**config.mk**
```make
export PLATFORM = sky130hd
export DESIGN_NAME = oamc_top
export DESIGN_NICKNAME = d
export VERILOG_FILES = /design/src/logic/oamc_pkg.sv /design/src/logic/oamc_top.sv /design/src/logic/oamc_ovr_sync.sv
export SDC_FILE = /design/constraint.sdc
export NUM_CORES = 1
export LEC_CHECK = 0
export CORE_MARGIN = 5
export CORE_UTILIZATION = 44
export DETAILED_ROUTE_END_ITERATION = 16
export DONT_BUFFER_PORTS = 1
export MAX_ROUTING_LAYER = met4
export SETUP_SLACK_MARGIN = 0.02
export SLEW_MARGIN = 20
export SYNTH_ARGS = -nofsm -noshare
export SYNTH_HDL_FRONTEND = slang
export SYNTH_SLANG_ARGS = --single-unit
```
**constraint.sdc**
```tcl
create_clock -name mclk -period 1.87 [get_ports mclk]
set_input_delay 0.374 -clock mclk [delete_from_list [all_inputs] [get_ports mclk]]
set_output_delay 0.374 -clock mclk [all_outputs]
set_load 0.005 [all_outputs]
```
**src/logic/oamc_pkg.sv**
```systemverilog
// oamc_pkg: register map, field layout and encodings for the amplifier control
// ==========================================================================================
// How it works
// - amplifier enable forces the output pin port driver to high impedance
// - with override off, the mode comes from the software output control field
// - unity gain, override off, ties output to inverting input and frees that pin
// - noninverting channel picks the source; positive pin select only for the external pin
// - inverting channel picks the source; negative pin select only for the external pin
// - the gain ladder is used only while ladder enable is set; gain select sets gain
// - ladder code on a channel routes the ladder to that amplifier input
// - override enable hands mode control to the selected internal signal
// - normal polarity: high config while the signal is high, low config while low
// - polarity one inverts the signal before choosing the high or low config
// - override modes: basic, unity gain, rail drive to supply or ground
// - every reset reloads the factory trim into the offset trim register
// - in ADC mode the amplifier output feeds the ADC; ADC channel picks the pin
// - output control: 00 basic, 01 ground, 10 supply, 11 reserved
// - noninverting codes: ground, ladder, pin, half supply, first DAC, second DAC
package oamc_pkg;
   // ======================================================================================
   // register offsets
   localparam logic [3:0] ADDR_CON0  = 4'h0;
   localparam logic [3:0] ADDR_CON1  = 4'h1;
   localparam logic [3:0] ADDR_CON2  = 4'h2;
   localparam logic [3:0] ADDR_CON3  = 4'h3;
   localparam logic [3:0] ADDR_HWC   = 4'h4;
   localparam logic [3:0] ADDR_OSRC  = 4'h5;
   localparam logic [3:0] ADDR_TRIM  = 4'h6;
   localparam logic [3:0] ADDR_ADC   = 4'h7;
   localparam logic [3:0] ADDR_STAT  = 4'h8;
   // ======================================================================================
   // field positions
   localparam int CON0_EN    = 7;
   localparam int CON0_CPON  = 5;
   localparam int CON0_UNITY = 3;
   localparam int CON1_LADEN = 3;
   localparam int HWC_OVREN  = 7;
   localparam int HWC_OVPOL  = 3;
   localparam int ADC_OPAMD  = 7;
   // ======================================================================================
   // reset values
   localparam logic [7:0] RST_ZERO = 8'h00;
   localparam logic [7:0] FACTORY_TRIM_DEFAULT = 8'h80;
   // ======================================================================================
   // encodings
   localparam logic [1:0] SOC_BASIC = 2'h0;
   localparam logic [1:0] SOC_GND   = 2'h1;
   localparam logic [1:0] SOC_VDD   = 2'h2;
   localparam logic [2:0] CH_RAIL   = 3'h0;
   localparam logic [2:0] CH_LADDER = 3'h1;
   localparam logic [2:0] CH_PIN    = 3'h2;
   localparam logic [2:0] CH_HALF   = 3'h3;
   localparam logic [2:0] CH_DAC1   = 3'h4;
   localparam logic [2:0] CH_DAC2   = 3'h5;
   localparam logic [2:0] NEG_VSS   = 3'h7;
   // override configuration codes: 000 basic, 001 unity gain, 010 ground, 011 supply
   localparam logic [2:0] HW_BASIC  = 3'h0;
   localparam logic [2:0] HW_UNITY  = 3'h1;
   localparam logic [2:0] HW_GND    = 3'h2;
   localparam logic [2:0] HW_VDD    = 3'h3;
   // route codes toward the analog switches
   localparam logic [2:0] SRC_NONE  = 3'h0;
   localparam logic [2:0] SRC_RAIL  = 3'h1;
   localparam logic [2:0] SRC_LADDER = 3'h2;
   localparam logic [2:0] SRC_PIN   = 3'h3;
   localparam logic [2:0] SRC_HALF  = 3'h4;
   localparam logic [2:0] SRC_DAC1  = 3'h5;
   localparam logic [2:0] SRC_DAC2  = 3'h6;
   localparam logic [2:0] SRC_OUT   = 3'h7;
   typedef enum logic [1:0] {
      OAMC_MODE_BASIC = 2'b00,
      OAMC_MODE_UNITY = 2'b01,
      OAMC_MODE_VDD   = 2'b11,
      OAMC_MODE_GND   = 2'b10
   } oamc_mode_e;
endpackage

```
**src/logic/oamc_top.sv**
```systemverilog
// oamc_top: register file and switch control for the on-chip amplifier
`timescale 1ns/1ps
module oamc_top #(
   parameter int         N_SRC        = 16,
   parameter logic [7:0] FACTORY_TRIM = oamc_pkg::FACTORY_TRIM_DEFAULT
) (
   input  wire logic       mclk,
   input  wire logic       sys_rst,
   input  wire logic [3:0] reg_addr,
   input  wire logic [7:0] reg_wdata,
   input  wire logic       reg_wr,
   input  wire logic       reg_rd,
   output logic      [7:0] reg_rdata,
   input  wire logic [N_SRC-1:0] ovr_src,
   input  wire logic       port_out_drive,
   input  wire logic       port_out_oe,
   output logic            amp_output_pin_o,
   output logic            amp_output_pin_oe,
   input  wire logic       port_inv_drive,
   input  wire logic       port_inv_oe,
   output logic            amp_inv_pin_o,
   output logic            amp_inv_pin_oe,
   output logic            amp_enable,
   output logic            charge_pump_on,
   output logic [1:0]      amp_mode,
   output logic [2:0]      noninv_route,
   output logic [1:0]      amp_noninv_pin,
   output logic [2:0]      inv_route,
   output logic [1:0]      amp_inv_pin,
   output logic            ladder_on,
   output logic [2:0]      ladder_gain,
   output logic [7:0]      offset_trim,
   output logic            adc_from_amp,
   output logic [1:0]      adc_noninv_pin
);
   // ======================================================================================
   // registers
   logic [7:0] con0_reg;
   logic [7:0] con1_reg;
   logic [7:0] con2_reg;
   logic [7:0] con3_reg;
   logic [7:0] hwc_reg;
   logic [7:0] osrc_reg;
   logic [7:0] trim_reg;
   logic [7:0] adc_reg;
   logic [7:0] rdata_next;
   logic       ovr_level;
   logic [2:0] hw_cfg;
   logic [1:0] mode_next;
   logic [1:0] mode_reg;
   logic       unity;
   logic [2:0] nr_next;
   logic [2:0] ir_next;

   wire logic override_enable   = hwc_reg[oamc_pkg::HWC_OVREN];
   wire logic override_polarity = hwc_reg[oamc_pkg::HWC_OVPOL];
   wire logic [2:0] override_high_config = hwc_reg[6:4];
   wire logic [2:0] override_low_config  = hwc_reg[2:0];
   wire logic unity_gain_select = con0_reg[oamc_pkg::CON0_UNITY];
   wire logic [1:0] soc_field = con0_reg[1:0];
   wire logic ladder_enable     = con1_reg[oamc_pkg::CON1_LADEN];
   wire logic [2:0] gain_select = con1_reg[6:4];
   wire logic [2:0] negative_pin_select = con1_reg[2:0];
   wire logic [2:0] inv_channel_select    = con2_reg[6:4];
   wire logic [2:0] noninv_channel_select = con2_reg[2:0];
   wire logic [1:0] positive_pin_select   = con3_reg[1:0];
   wire logic [1:0] adc_positive_channel_select = adc_reg[1:0];
   wire logic adc_mode = adc_reg[oamc_pkg::ADC_OPAMD];

   function automatic logic [2:0] chan_route(input logic [2:0] code);
      case (code)
         oamc_pkg::CH_RAIL:   chan_route = oamc_pkg::SRC_RAIL;
         oamc_pkg::CH_LADDER: chan_route = oamc_pkg::SRC_LADDER;
         oamc_pkg::CH_PIN:    chan_route = oamc_pkg::SRC_PIN;
         oamc_pkg::CH_HALF:   chan_route = oamc_pkg::SRC_HALF;
         oamc_pkg::CH_DAC1:   chan_route = oamc_pkg::SRC_DAC1;
         oamc_pkg::CH_DAC2:   chan_route = oamc_pkg::SRC_DAC2;
         default:             chan_route = oamc_pkg::SRC_NONE;
      endcase
   endfunction

   // ======================================================================================
   // register writes
   // only implemented bits are kept, so unused bits always read back as zero
   always_ff @(posedge mclk) begin
      if (sys_rst) begin
         con0_reg <= oamc_pkg::RST_ZERO;
         con1_reg <= oamc_pkg::RST_ZERO;
         con2_reg <= oamc_pkg::RST_ZERO;
         con3_reg <= oamc_pkg::RST_ZERO;
         hwc_reg  <= oamc_pkg::RST_ZERO;
         osrc_reg <= oamc_pkg::RST_ZERO;
         adc_reg  <= oamc_pkg::RST_ZERO;
      end else if (reg_wr) begin
         if (reg_addr == oamc_pkg::ADDR_CON0) begin
            con0_reg <= reg_wdata & 8'hAB;
         end else if (reg_addr == oamc_pkg::ADDR_CON1) begin
            con1_reg <= reg_wdata & 8'h7F;
         end else if (reg_addr == oamc_pkg::ADDR_CON2) begin
            con2_reg <= reg_wdata & 8'h77;
         end else if (reg_addr == oamc_pkg::ADDR_CON3) begin
            con3_reg <= reg_wdata & 8'h03;
         end else if (reg_addr == oamc_pkg::ADDR_HWC) begin
            hwc_reg <= reg_wdata;
         end else if (reg_addr == oamc_pkg::ADDR_OSRC) begin
            osrc_reg <= reg_wdata & 8'h0F;
         end else if (reg_addr == oamc_pkg::ADDR_ADC) begin
            adc_reg <= reg_wdata & 8'h83;
         end
      end
   end

   // factory value comes back on every reset, whatever software wrote
   always_ff @(posedge mclk) begin
      if (sys_rst) begin
         trim_reg <= FACTORY_TRIM;
      end else if (reg_wr && reg_addr == oamc_pkg::ADDR_TRIM) begin
         trim_reg <= reg_wdata;
      end
   end

   // ======================================================================================
   // read port, data one cycle after the strobe; unmapped reads zero
   always_comb begin
      rdata_next = 8'h00;
      if (reg_addr == oamc_pkg::ADDR_CON0) begin
         rdata_next = con0_reg;
      end else if (reg_addr == oamc_pkg::ADDR_CON1) begin
         rdata_next = con1_reg;
      end else if (reg_addr == oamc_pkg::ADDR_CON2) begin
         rdata_next = con2_reg;
      end else if (reg_addr == oamc_pkg::ADDR_CON3) begin
         rdata_next = con3_reg;
      end else if (reg_addr == oamc_pkg::ADDR_HWC) begin
         rdata_next = hwc_reg;
      end else if (reg_addr == oamc_pkg::ADDR_OSRC) begin
         rdata_next = osrc_reg;
      end else if (reg_addr == oamc_pkg::ADDR_TRIM) begin
         rdata_next = trim_reg;
      end else if (reg_addr == oamc_pkg::ADDR_ADC) begin
         rdata_next = adc_reg;
      end else if (reg_addr == oamc_pkg::ADDR_STAT) begin
         rdata_next = {5'h00, ovr_level, mode_reg};
      end
   end

   always_ff @(posedge mclk) begin
      if (sys_rst) begin
         reg_rdata <= 8'h00;
      end else if (reg_rd) begin
         reg_rdata <= rdata_next;
      end else begin
         reg_rdata <= 8'h00;
      end
   end

   // ======================================================================================
   // override path
   oamc_ovr_sync #(
      .N_SRC (N_SRC)
   ) u_sync (
      .mclk      (mclk),
      .sys_rst   (sys_rst),
      .src_in    (ovr_src),
      .src_sel   (osrc_reg[$clog2(N_SRC)-1:0]),
      .polarity  (override_polarity),
      .ovr_level (ovr_level)
   );

   assign hw_cfg = ovr_level ? override_high_config : override_low_config;

   // ======================================================================================
   // mode selection
   always_comb begin
      mode_next = oamc_pkg::OAMC_MODE_BASIC;
      if (override_enable) begin
         case (hw_cfg)
            oamc_pkg::HW_UNITY: mode_next = oamc_pkg::OAMC_MODE_UNITY;
            oamc_pkg::HW_GND:   mode_next = oamc_pkg::OAMC_MODE_GND;
            oamc_pkg::HW_VDD:   mode_next = oamc_pkg::OAMC_MODE_VDD;
            default:            mode_next = oamc_pkg::OAMC_MODE_BASIC;
         endcase
      end else begin
         case (soc_field)
            oamc_pkg::SOC_GND: mode_next = oamc_pkg::OAMC_MODE_GND;
            oamc_pkg::SOC_VDD: mode_next = oamc_pkg::OAMC_MODE_VDD;
            default: begin
               // reserved code 11 is treated like 00: unity gain if unity gain select is set, else basic operation
               mode_next = unity_gain_select ? oamc_pkg::OAMC_MODE_UNITY
                                             : oamc_pkg::OAMC_MODE_BASIC;
            end
         endcase
      end
   end

   // one register after the synchroniser keeps the mode glitch free
   always_ff @(posedge mclk) begin
      if (sys_rst) begin
         mode_reg <= oamc_pkg::OAMC_MODE_BASIC;
      end else begin
         mode_reg <= mode_next;
      end
   end

   assign unity = (mode_reg == oamc_pkg::OAMC_MODE_UNITY);

   // ======================================================================================
   // input routing
   always_comb begin
      nr_next = chan_route(noninv_channel_select);
      ir_next = chan_route(inv_channel_select);
      if (inv_channel_select == oamc_pkg::CH_RAIL) begin
         ir_next = oamc_pkg::SRC_NONE;
      end
      if (inv_channel_select == oamc_pkg::CH_HALF) begin
         ir_next = oamc_pkg::SRC_NONE;
      end
      if (!ladder_enable && nr_next == oamc_pkg::SRC_LADDER) begin
         nr_next = oamc_pkg::SRC_NONE;
      end
      if (!ladder_enable && ir_next == oamc_pkg::SRC_LADDER) begin
         ir_next = oamc_pkg::SRC_NONE;
      end
      if (unity) begin
         ir_next = oamc_pkg::SRC_OUT;
      end
      if (adc_mode) begin
         nr_next = oamc_pkg::SRC_PIN;
      end
   end

   // ======================================================================================
   // switch routing, registered so the analog switches see one clean change per write
   always_ff @(posedge mclk) begin
      if (sys_rst) begin
         noninv_route   <= oamc_pkg::SRC_NONE;
         inv_route      <= oamc_pkg::SRC_NONE;
         amp_noninv_pin <= 2'h0;
         amp_inv_pin    <= 2'h0;
      end else begin
         noninv_route   <= nr_next;
         inv_route      <= ir_next;
         // adc channel wins over positive pin select in adc mode
         amp_noninv_pin <= adc_mode ? adc_positive_channel_select
                                    : positive_pin_select;
         // the ground code of the negative pin select has no pin of its own
         amp_inv_pin    <= negative_pin_select[1:0];
      end
   end

   // gain ladder; gain select means nothing while the ladder is off
   always_ff @(posedge mclk) begin
      if (sys_rst) begin
         ladder_on   <= 1'b0;
         ladder_gain <= 3'h0;
      end else begin
         ladder_on   <= ladder_enable;
         ladder_gain <= gain_select;
      end
   end

   // amplifier enables and operating mode
   always_ff @(posedge mclk) begin
      if (sys_rst) begin
         amp_mode       <= 2'h0;
         amp_enable     <= 1'b0;
         charge_pump_on <= 1'b0;
      end else begin
         amp_mode       <= mode_reg;
         amp_enable     <= con0_reg[oamc_pkg::CON0_EN];
         charge_pump_on <= con0_reg[oamc_pkg::CON0_CPON];
      end
   end

   // converter connection
   always_ff @(posedge mclk) begin
      if (sys_rst) begin
         adc_from_amp   <= 1'b0;
         adc_noninv_pin <= 2'h0;
      end else begin
         adc_from_amp   <= adc_mode;
         adc_noninv_pin <= adc_positive_channel_select;
      end
   end

   // trim copy toward the analog trim; reset brings back the factory value at once
   always_ff @(posedge mclk) begin
      if (sys_rst) begin
         offset_trim <= FACTORY_TRIM;
      end else begin
         offset_trim <= trim_reg;
      end
   end

   // ======================================================================================
   // pin drivers
   always_comb begin
      amp_output_pin_o  = port_out_drive;
      amp_output_pin_oe = port_out_oe & ~con0_reg[oamc_pkg::CON0_EN];
      amp_inv_pin_o     = port_inv_drive;
      amp_inv_pin_oe    = port_inv_oe;
      if (con0_reg[oamc_pkg::CON0_EN] && !unity &&
          inv_channel_select == oamc_pkg::CH_PIN) begin
         amp_inv_pin_oe = 1'b0;
      end
   end
endmodule

```
**src/logic/oamc_ovr_sync.sv**
```systemverilog
// oamc_ovr_sync: override source selection, two-flop synchroniser and polarity
`timescale 1ns/1ps
module oamc_ovr_sync #(
   parameter int N_SRC = 16
) (
   input  wire logic                     mclk,
   input  wire logic                     sys_rst,
   input  wire logic [N_SRC-1:0]         src_in,
   input  wire logic [$clog2(N_SRC)-1:0] src_sel,
   input  wire logic                     polarity,
   output logic                          ovr_level
);
   logic meta_reg;
   logic sync_reg;
   logic pick;

   assign pick = src_in[src_sel];

   // ======================================================================================
   // synchroniser; first stage is only read by the second
   always_ff @(posedge mclk) begin
      if (sys_rst) begin
         meta_reg <= 1'b0;
         sync_reg <= 1'b0;
      end else begin
         meta_reg <= pick;
         sync_reg <= meta_reg;
      end
   end

   assign ovr_level = sync_reg ^ polarity;
endmodule

```
==> summary.md, run 1 <==
| Metric | Value |
|---|---|
| Result of the run | `completed` |
| Highest-count cells in the layout ignoring fill and taps | `84 x dfxtp_1, 37 x nand2_1, 36 x nor2_1` |
| Detailed-route wire length per cell | `about 18 µm` |
| Type of element capturing the critical path | `register` |
| Detailed-routing iteration count for the pre-antenna-repair pass | `5` |
| Total number of vias | `about 2700` |
| Final hold violations | `0` |
| Antenna-violating nets left | `0` |
| First-pass GRT wire length | `13900 µm` |
| Post-Layout Cell Count | `481` |
| Most common cell after layout, fill and taps aside | `dfxtp_1` |
| Half-perimeter wire length of the detailed placement result | `6220 µm` |
| Setup repair after global routing missed its margin | `no` |
| Worst-case clock buffer depth | `2` |
| Total Power Consumption | `roughly 0.0033 W` |
| Warnings from Yosys | `0` |
| Number of filler cells placed in the layout | `765` |
| I/O Pins | `between 70 and 80` |
| Required @ worst endpoint | `about 2100 ps` |
| Total DRC errors in the routed layout | `0` |
| Slowest stage cell, crit path | `mux4_1` |
| Antenna violations before repair | `0` |
| DRC marker count from the first detailed-route iteration | `about 220` |
| Postcts setup bufs | `0` |
| H-tree Lvls | `3` |
| Vias per inst | `between 5 and 6` |
| Remaining global-route overflow | `0` |
| Core Util, Final | `0.486` |
| Number of gates resized after CTS | `0` |
| Relative slew slack | `0.681` |
| Count of different cell masters after synthesis | `41` |
| Via count of the first global-routing pass | `approximately 2600` |
| # Max-Cap Violations | `0` |
| Maximum vdd drop | `~0.36 mV` |
| Largest driver fanout on the critical path | `6` |
| Chain of cells forming the critical path | `mux4_1 -> mux4_2 -> nor2b_4` |
| Maximum number of pins on one net before global-route repair | `78` |
| Crit start category | `register` |
| Clock tree from TritonCTS | `built` |
| Net count of the mapped netlist | `420` |
| Sequential cell area fraction in the yosys report | `0.481` |
| GR Util All Layers | `0.184` |
| Die outline width | `between 90 and 100 µm` |
| Clock skew after layout | `7.24 ps` |
| Slew at the pin closest to its max-slew limit | `478 ps` |
| Max-slew violation count | `0` |
| Maximum clock frequency | `562 MHz` |
| Post-Syn Instances | `383` |
| Count of state elements after synthesis | `84` |
| Final count of negative-setup-slack endpoints | `0` |
| Layout cells sized above 1 | `0.0739` |
| Flip-flop cell with the highest count after synthesis | `dfxtp_1` |
| Leak Pwr | `approximately 1.4 nW` |
| Clk Latency, worst-skew pair | `350 ps` |
| Count of flip-flops with a built-in enable after synthesis | `0` |
| Critical path's largest stage delay | `600 ps` |
| Final estimated routing congestion in global placement | `~0.88` |
| Post-CTS Hold Buffers | `0` |
| Placed cell count | `465` |
| Vertical extent of the die | `around 99 µm` |
| Standard cell core area | `slightly below 8000 µm²` |
| CP Class | `reg -> reg` |
| Initial Util | `0.453` |
| Synth-to-Final Area Change | `7.22%` |
| Total negative slack for setup checks | `0 ps` |
| Syn_area_per_cell | `around 9.1 µm²` |
| Number of buffers created by CTS | `9` |
| Final Net Count | `~400` |
| Area of the die | `just under 10000 µm²` |
| Clock net sink count | `84` |
| Hold Path Class | `in -> reg` |
| Ratio of final minimum period to clock period | `0.951` |
| Ys async rst share | `0` |
| PD cells | `about 870 nW/µm²` |
| Clock transition at the registers of the reported paths | `about 80 ps` |
| Arrival time of the worst setup path | `just over 2000 ps` |
| Port buffer count | `0` |
| Final wirelength | `between 8000 and 9000 µm` |
| Site Rows | `32` |
| Post-Synthesis Cell Area | `about 3500 µm²` |
| Clock tree root driver cell | `clkbuf_8` |
| Inserted Diodes | `0` |
| Time the final worst path needs with I/O delays and setup | `~1800 ps` |
## cells by family (layout without fill, tap and decap cells)
family                   after synthesis  in the layout  synth area share
AO/OA/AOI/OAI                         88             88             0.152
adder cells (fa/ha/maj)                1              1           0.00357
buffers and inverters                 35             31            0.0447
flip-flops                            84             84             0.481
multiplexers                          33             33             0.118
XOR/XNOR                               1              1           0.00250
AND/OR/NAND/NOR                      141            141             0.199
## stage by stage
stage | setup WS [ps] | cell area [µm²] | hold WS, ps
floorplan | 222 | 3500 | 414
global placement | 174 | 3550 | 440
detailed placement | 86.7 | 3550 | 449
CTS | 67.3 | 3750 | 73.1
global route | 29.5 | 3750 | 66.9
finish | 91.1 | 3750 | 87.3
## Yosys cell counts, types with 2 or more instances
library cell	count	area (µm²)
buf_1	2	7.51
nor2_1	36	135
mux4_1	4	105
a22oi_1	8	60.1
a31oi_1	3	18.8
clkbuf_1	15	56.3
nor3b_1	3	22.5
a21boi_0	2	15.0
mux2i_1	25	250
a32oi_1	3	26.3
inv_1	9	33.8
nand2b_1	8	50.1
a21oi_1	32	160
o221ai_1	2	17.5
o21ai_0	21	105
a211oi_1	6	45.0
and3_1	2	12.5
nor3_1	3	15.0
dfxtp_1	84	1680
nand2_1	37	139
buf_2	5	25.0
buf_4	3	22.5
nor2b_1	33	206
mux2_2	3	33.8
o22ai_1	4	25.0
nand3_1	15	75.1
## final cells by class
cell class              instances  area, µm²  area share
clock buffers                  12        155      0.0413
flip-flops and latches         84       1680       0.448
repair buffers                  6       45.0      0.0120
inverters                       9       33.8     0.00900
well taps                     102        128      0.0340
clock inverters                 4       47.5      0.0127
multi-input cells             264       1660       0.443
## power breakdown
group	internal [W]	total (W)	switching, W
clock network	0.000686	0.00130	0.000619
logic	0.0000682	0.000138	0.0000695
registers	0.00181	0.00183	0.0000186
total	0.00257	0.00327	0.000707
## final timing paths
path                       startpoint  slack (ps)  depth (start not counted)                          to
max reg2reg  osrc_reg[0]$_SDFFE_PP0P_          90                          3  u_sync.meta_reg$_SDFF_PP0_
max          osrc_reg[0]$_SDFFE_PP0P_          90                          3  u_sync.meta_reg$_SDFF_PP0_
min                           sys_rst          90                          1    con0_reg[5]$_SDFFE_PP0P_
min reg2reg  con1_reg[2]$_SDFFE_PP0P_         460                          2    con1_reg[2]$_SDFFE_PP0P_
## critical path: cells and delay by family (launching register included)
kind | cells | cell delay [ps]
flip-flops | 1 | 460
multiplexers | 2 | 1090
AND/OR/NAND/NOR | 1 | 140
## per-layer routing
layer | global-route usage | vias up | share of wire
li1 | - | 1316 | -
met1 | 0.239 | 1267 | 0.45
met2 | 0.266 | 98 | 0.45
met3 | 0.0610 | 15 | 0.074
met4 | 0.0672 | 0 | 0.021
met5 | - | - | 0
Note: power is estimated with default switching activity, not from simulation.
==> run 2: changes to the inputs <==
==> constraint.sdc (replaced) <==
create_clock -name mclk -period 1.8 [get_ports mclk]
set_input_delay 0.36 -clock mclk [delete_from_list [all_inputs] [get_ports mclk]]
set_output_delay 0.36 -clock mclk [all_outputs]
set_load 0.005 [all_outputs]
==> summary.md, run 2 (same netlist as run 1, synthesis figures left out) <==
| Metric | Value |
|---|---|
| Maximum clock frequency | `599 MHz (+6.5%)` |
| Total number of vias | `2730 (+1.3%)` |
| Ratio of final minimum period to clock period | `0.928 (-0.0236)` |
| Vias per inst | `5.68 (+1.3%)` |
| Antenna-violating nets left | `0 (unchanged)` |
| Clock tree root driver cell | `clkbuf_8` |
| Vertical extent of the die | `99.2 µm (unchanged)` |
| Result of the run | `completed` |
| Most common cell after layout, fill and taps aside | `dfxtp_1` |
| Leak Pwr | `1.38 nW (+0.34%)` |
| Antenna violations before repair | `0 (unchanged)` |
| Detailed-routing iteration count for the pre-antenna-repair pass | `4 (-1)` |
| Total area of multi-input combinational cells | `1660 µm² (unchanged)` |
| First-pass GRT wire length | `13900 µm (+0.20%)` |
| Power share of the sequential group | `0.548 (-0.011)` |
| Remaining global-route overflow | `0 (unchanged)` |
| Type of element capturing the critical path | `register` |
| Number of buffers created by CTS | `9 (unchanged)` |
| Postcts setup bufs | `0 (unchanged)` |
| DRC marker count from the first detailed-route iteration | `213 (-0.93%)` |
| Cell depth of the worst min-delay path | `1 (unchanged)` |
| Total negative slack for setup checks | `0 ps (unchanged)` |
| Standard cell core area | `7730 µm² (unchanged)` |
| Cell family contributing the most delay on the critical path | `multiplexers` |
| Worst reg-to-reg path cell count | `3 (unchanged)` |
| Final wirelength | `8640 µm (-0.37%)` |
| Layout cells sized above 1 | `0.0765 (+0.00264)` |
| Hold Path Class | `in -> reg` |
| Area of all placed cells without fillers | `3760 µm² (+0.30%)` |
| Port buffer count | `0 (unchanged)` |
| GR Util All Layers | `0.184 (+0.000223)` |
| Critical path's largest stage delay | `570 ps (-30 ps)` |
| Max-slew violation count | `0 (unchanged)` |
| Maximum number of pins on one net before global-route repair | `78 (unchanged)` |
| Required @ worst endpoint | `2060 ps (-60 ps)` |
| Worst hold endpoint | `charge_pump_on$_SDFF_PP0_` |
| Site Rows | `32 (unchanged)` |
| Clock skew after layout | `7.32 ps (+0.0770 ps)` |
| Combinational share of power | `0.042 (about the same)` |
| Clk Latency, worst-skew pair | `360 ps (about the same)` |
| Synth-to-Final Area Change | `7.54%` |
| I/O Pins | `77 (unchanged)` |
| Number of filler cells placed in the layout | `727 (-5.0%)` |
| Clock tree from TritonCTS | `built` |
| Total DRC errors in the routed layout | `0 (unchanged)` |
| FF/Latch Area | `1680 µm² (about the same)` |
| Clock net sink count | `84 (unchanged)` |
| Slowest stage cell, crit path | `mux4_1` |
| Maximum vdd drop | `0.374 mV (+3.0%)` |
| Inserted Diodes | `0 (unchanged)` |
| Buffering stage count on the worst path with inverters included | `0 (unchanged)` |
| Highest-count cells in the layout ignoring fill and taps | `83 x dfxtp_1, 37 x nand2_1, 36 x nor2_1` |
| # Max-Cap Violations | `0 (unchanged)` |
| Detailed-route wire length per cell | `18.0 µm (-0.37%)` |
| CP Class | `reg -> reg` |
| Final estimated routing congestion in global placement | `0.895 (+1.2%)` |
| Relative slew slack | `0.675 (-0.00602)` |
| Final count of negative-setup-slack endpoints | `0 (unchanged)` |
| H-tree Lvls | `3 (unchanged)` |
| Die outline width | `99.2 µm (unchanged)` |
| Worst r2r dst | `u_sync.meta_reg$_SDFF_PP0_` |
| Worst-case clock buffer depth | `2 (unchanged)` |
| Placement-stage cell area | `3560 µm² (+0.21%)` |
| Setup slack of the worst register-to-register path | `130 ps (+40 ps)` |
| Arrival time of the worst setup path | `1930 ps (-100 ps)` |
| Slew at the pin closest to its max-slew limit | `486 ps (+7.67 ps)` |
| FF-to-FF Start | `osrc_reg[0]$_SDFFE_PP0P_` |
| Share of total power in the clock network | `0.410 (+0.011)` |
| Area of the die | `9840 µm² (unchanged)` |
| Final Net Count | `412 (+0.24%)` |
| NetSw | `0.000747 W (+5.6%)` |
| PD cells | `922 nW/µm² (+5.7%)` |
| Chain of cells forming the critical path | `mux4_1 -> mux4_2 -> nor2b_4` |
| Via count of the first global-routing pass | `2609 (+1.3%)` |
| Clock transition at the registers of the reported paths | `80 ps (about the same)` |
| Setup repair after global routing missed its margin | `no` |
| Largest driver fanout on the critical path | `6 (unchanged)` |
| Total Power Consumption | `0.00347 W (+6.0%)` |
| Hold_sp | `sys_rst` |
| Final hold violations | `0 (unchanged)` |
| Time the final worst path needs with I/O delays and setup | `1670 ps (-109 ps)` |
| Crit start category | `register` |
| Half-perimeter wire length of the detailed placement result | `6170 µm (-0.86%)` |
| Switching share of total power | `0.215 (-0.000817)` |
| Internal power | `0.00272 W (+6.2%)` |
| Initial Util | `0.453 (unchanged)` |
run 2: cell types whose count changed in the layout (fill, tap and decap cells not counted), sizes merged:
cell    delta
clkbuf     -2
buf        +1
bufinv     +1
run 2: worst reg2reg max path: cells and delay by family (launching register included):
family / cells / cell delay [ps]
flip-flops: 1 / 400
multiplexers: 2 / 1040
AND/OR/NAND/NOR: 1 / 130
run 2: power groups by stage:
stage          Sequential [W]  Combinational [W]  Clock (W)
6_report              0.00190           0.000145    0.00142
5_1_grt               0.00190           0.000161    0.00154
4_1_cts               0.00190           0.000145    0.00146
3_5_place_dp          0.00194           0.000144          0
3_3_place_gp          0.00194           0.000143          0
2_1_floorplan         0.00194           0.000170          0
run 2: through the flow:
step                hold slack [ps]   util  setup slack, ps  cells
finish                         74.6  0.487              130    481
global route                   53.5  0.487             80.7    481
CTS                            54.7  0.487             30.6    481
detailed placement              438  0.460             51.5    466
global placement                440  0.460              108    466
floorplan                       414      -              152    383
run 2: what timing repair did:
| item | in CTS | in global routing |
|---|---|---|
| hold buffers | 0 | 0 |
| setup endpoints to repair | 0 | 1 |
| resized for setup | 0 | 1 |
run 2: how the worst max path moves through the flow:
stage	startpoint	end	slack [ps]	cells after the start
final	osrc_reg[0]$_SDFFE_PP0P_	u_sync.meta_reg$_SDFF_PP0_	130	3
after global routing	osrc_reg[0]$_SDFFE_PP0P_	u_sync.meta_reg$_SDFF_PP0_	80	3
after CTS	osrc_reg[0]$_SDFFE_PP0P_	u_sync.meta_reg$_SDFF_PP0_	30	3
after detailed placement	osrc_reg[0]$_SDFFE_PP0P_	u_sync.meta_reg$_SDFF_PP0_	50	3
after global placement	osrc_reg[0]$_SDFFE_PP0P_	u_sync.meta_reg$_SDFF_PP0_	110	3
after floorplan	osrc_reg[0]$_SDFFE_PP0P_	u_sync.meta_reg$_SDFF_PP0_	150	4
run 2: area by class of cell:
| class | instances | share of cell area |
|---|---|---|
| clock inverter | 5 | 0.0206 |
| timing repair buffer | 7 | 0.0140 |
| clock buffer | 10 | 0.0339 |
| sequential | 84 | 0.447 |
| tap | 102 | 0.0339 |
| multi-input combinational | 264 | 0.441 |
| inverter | 9 | 0.00898 |
run 2: metal layers:
layer / GRT usage / up-vias / wire (µm)
met5: - / - / 0
met4: 0.0662 / 0 / 141
met3: 0.0470 / 12 / 830
met2: 0.279 / 119 / 3890
met1: 0.238 / 1283 / 3780
li1: - / 1316 / -
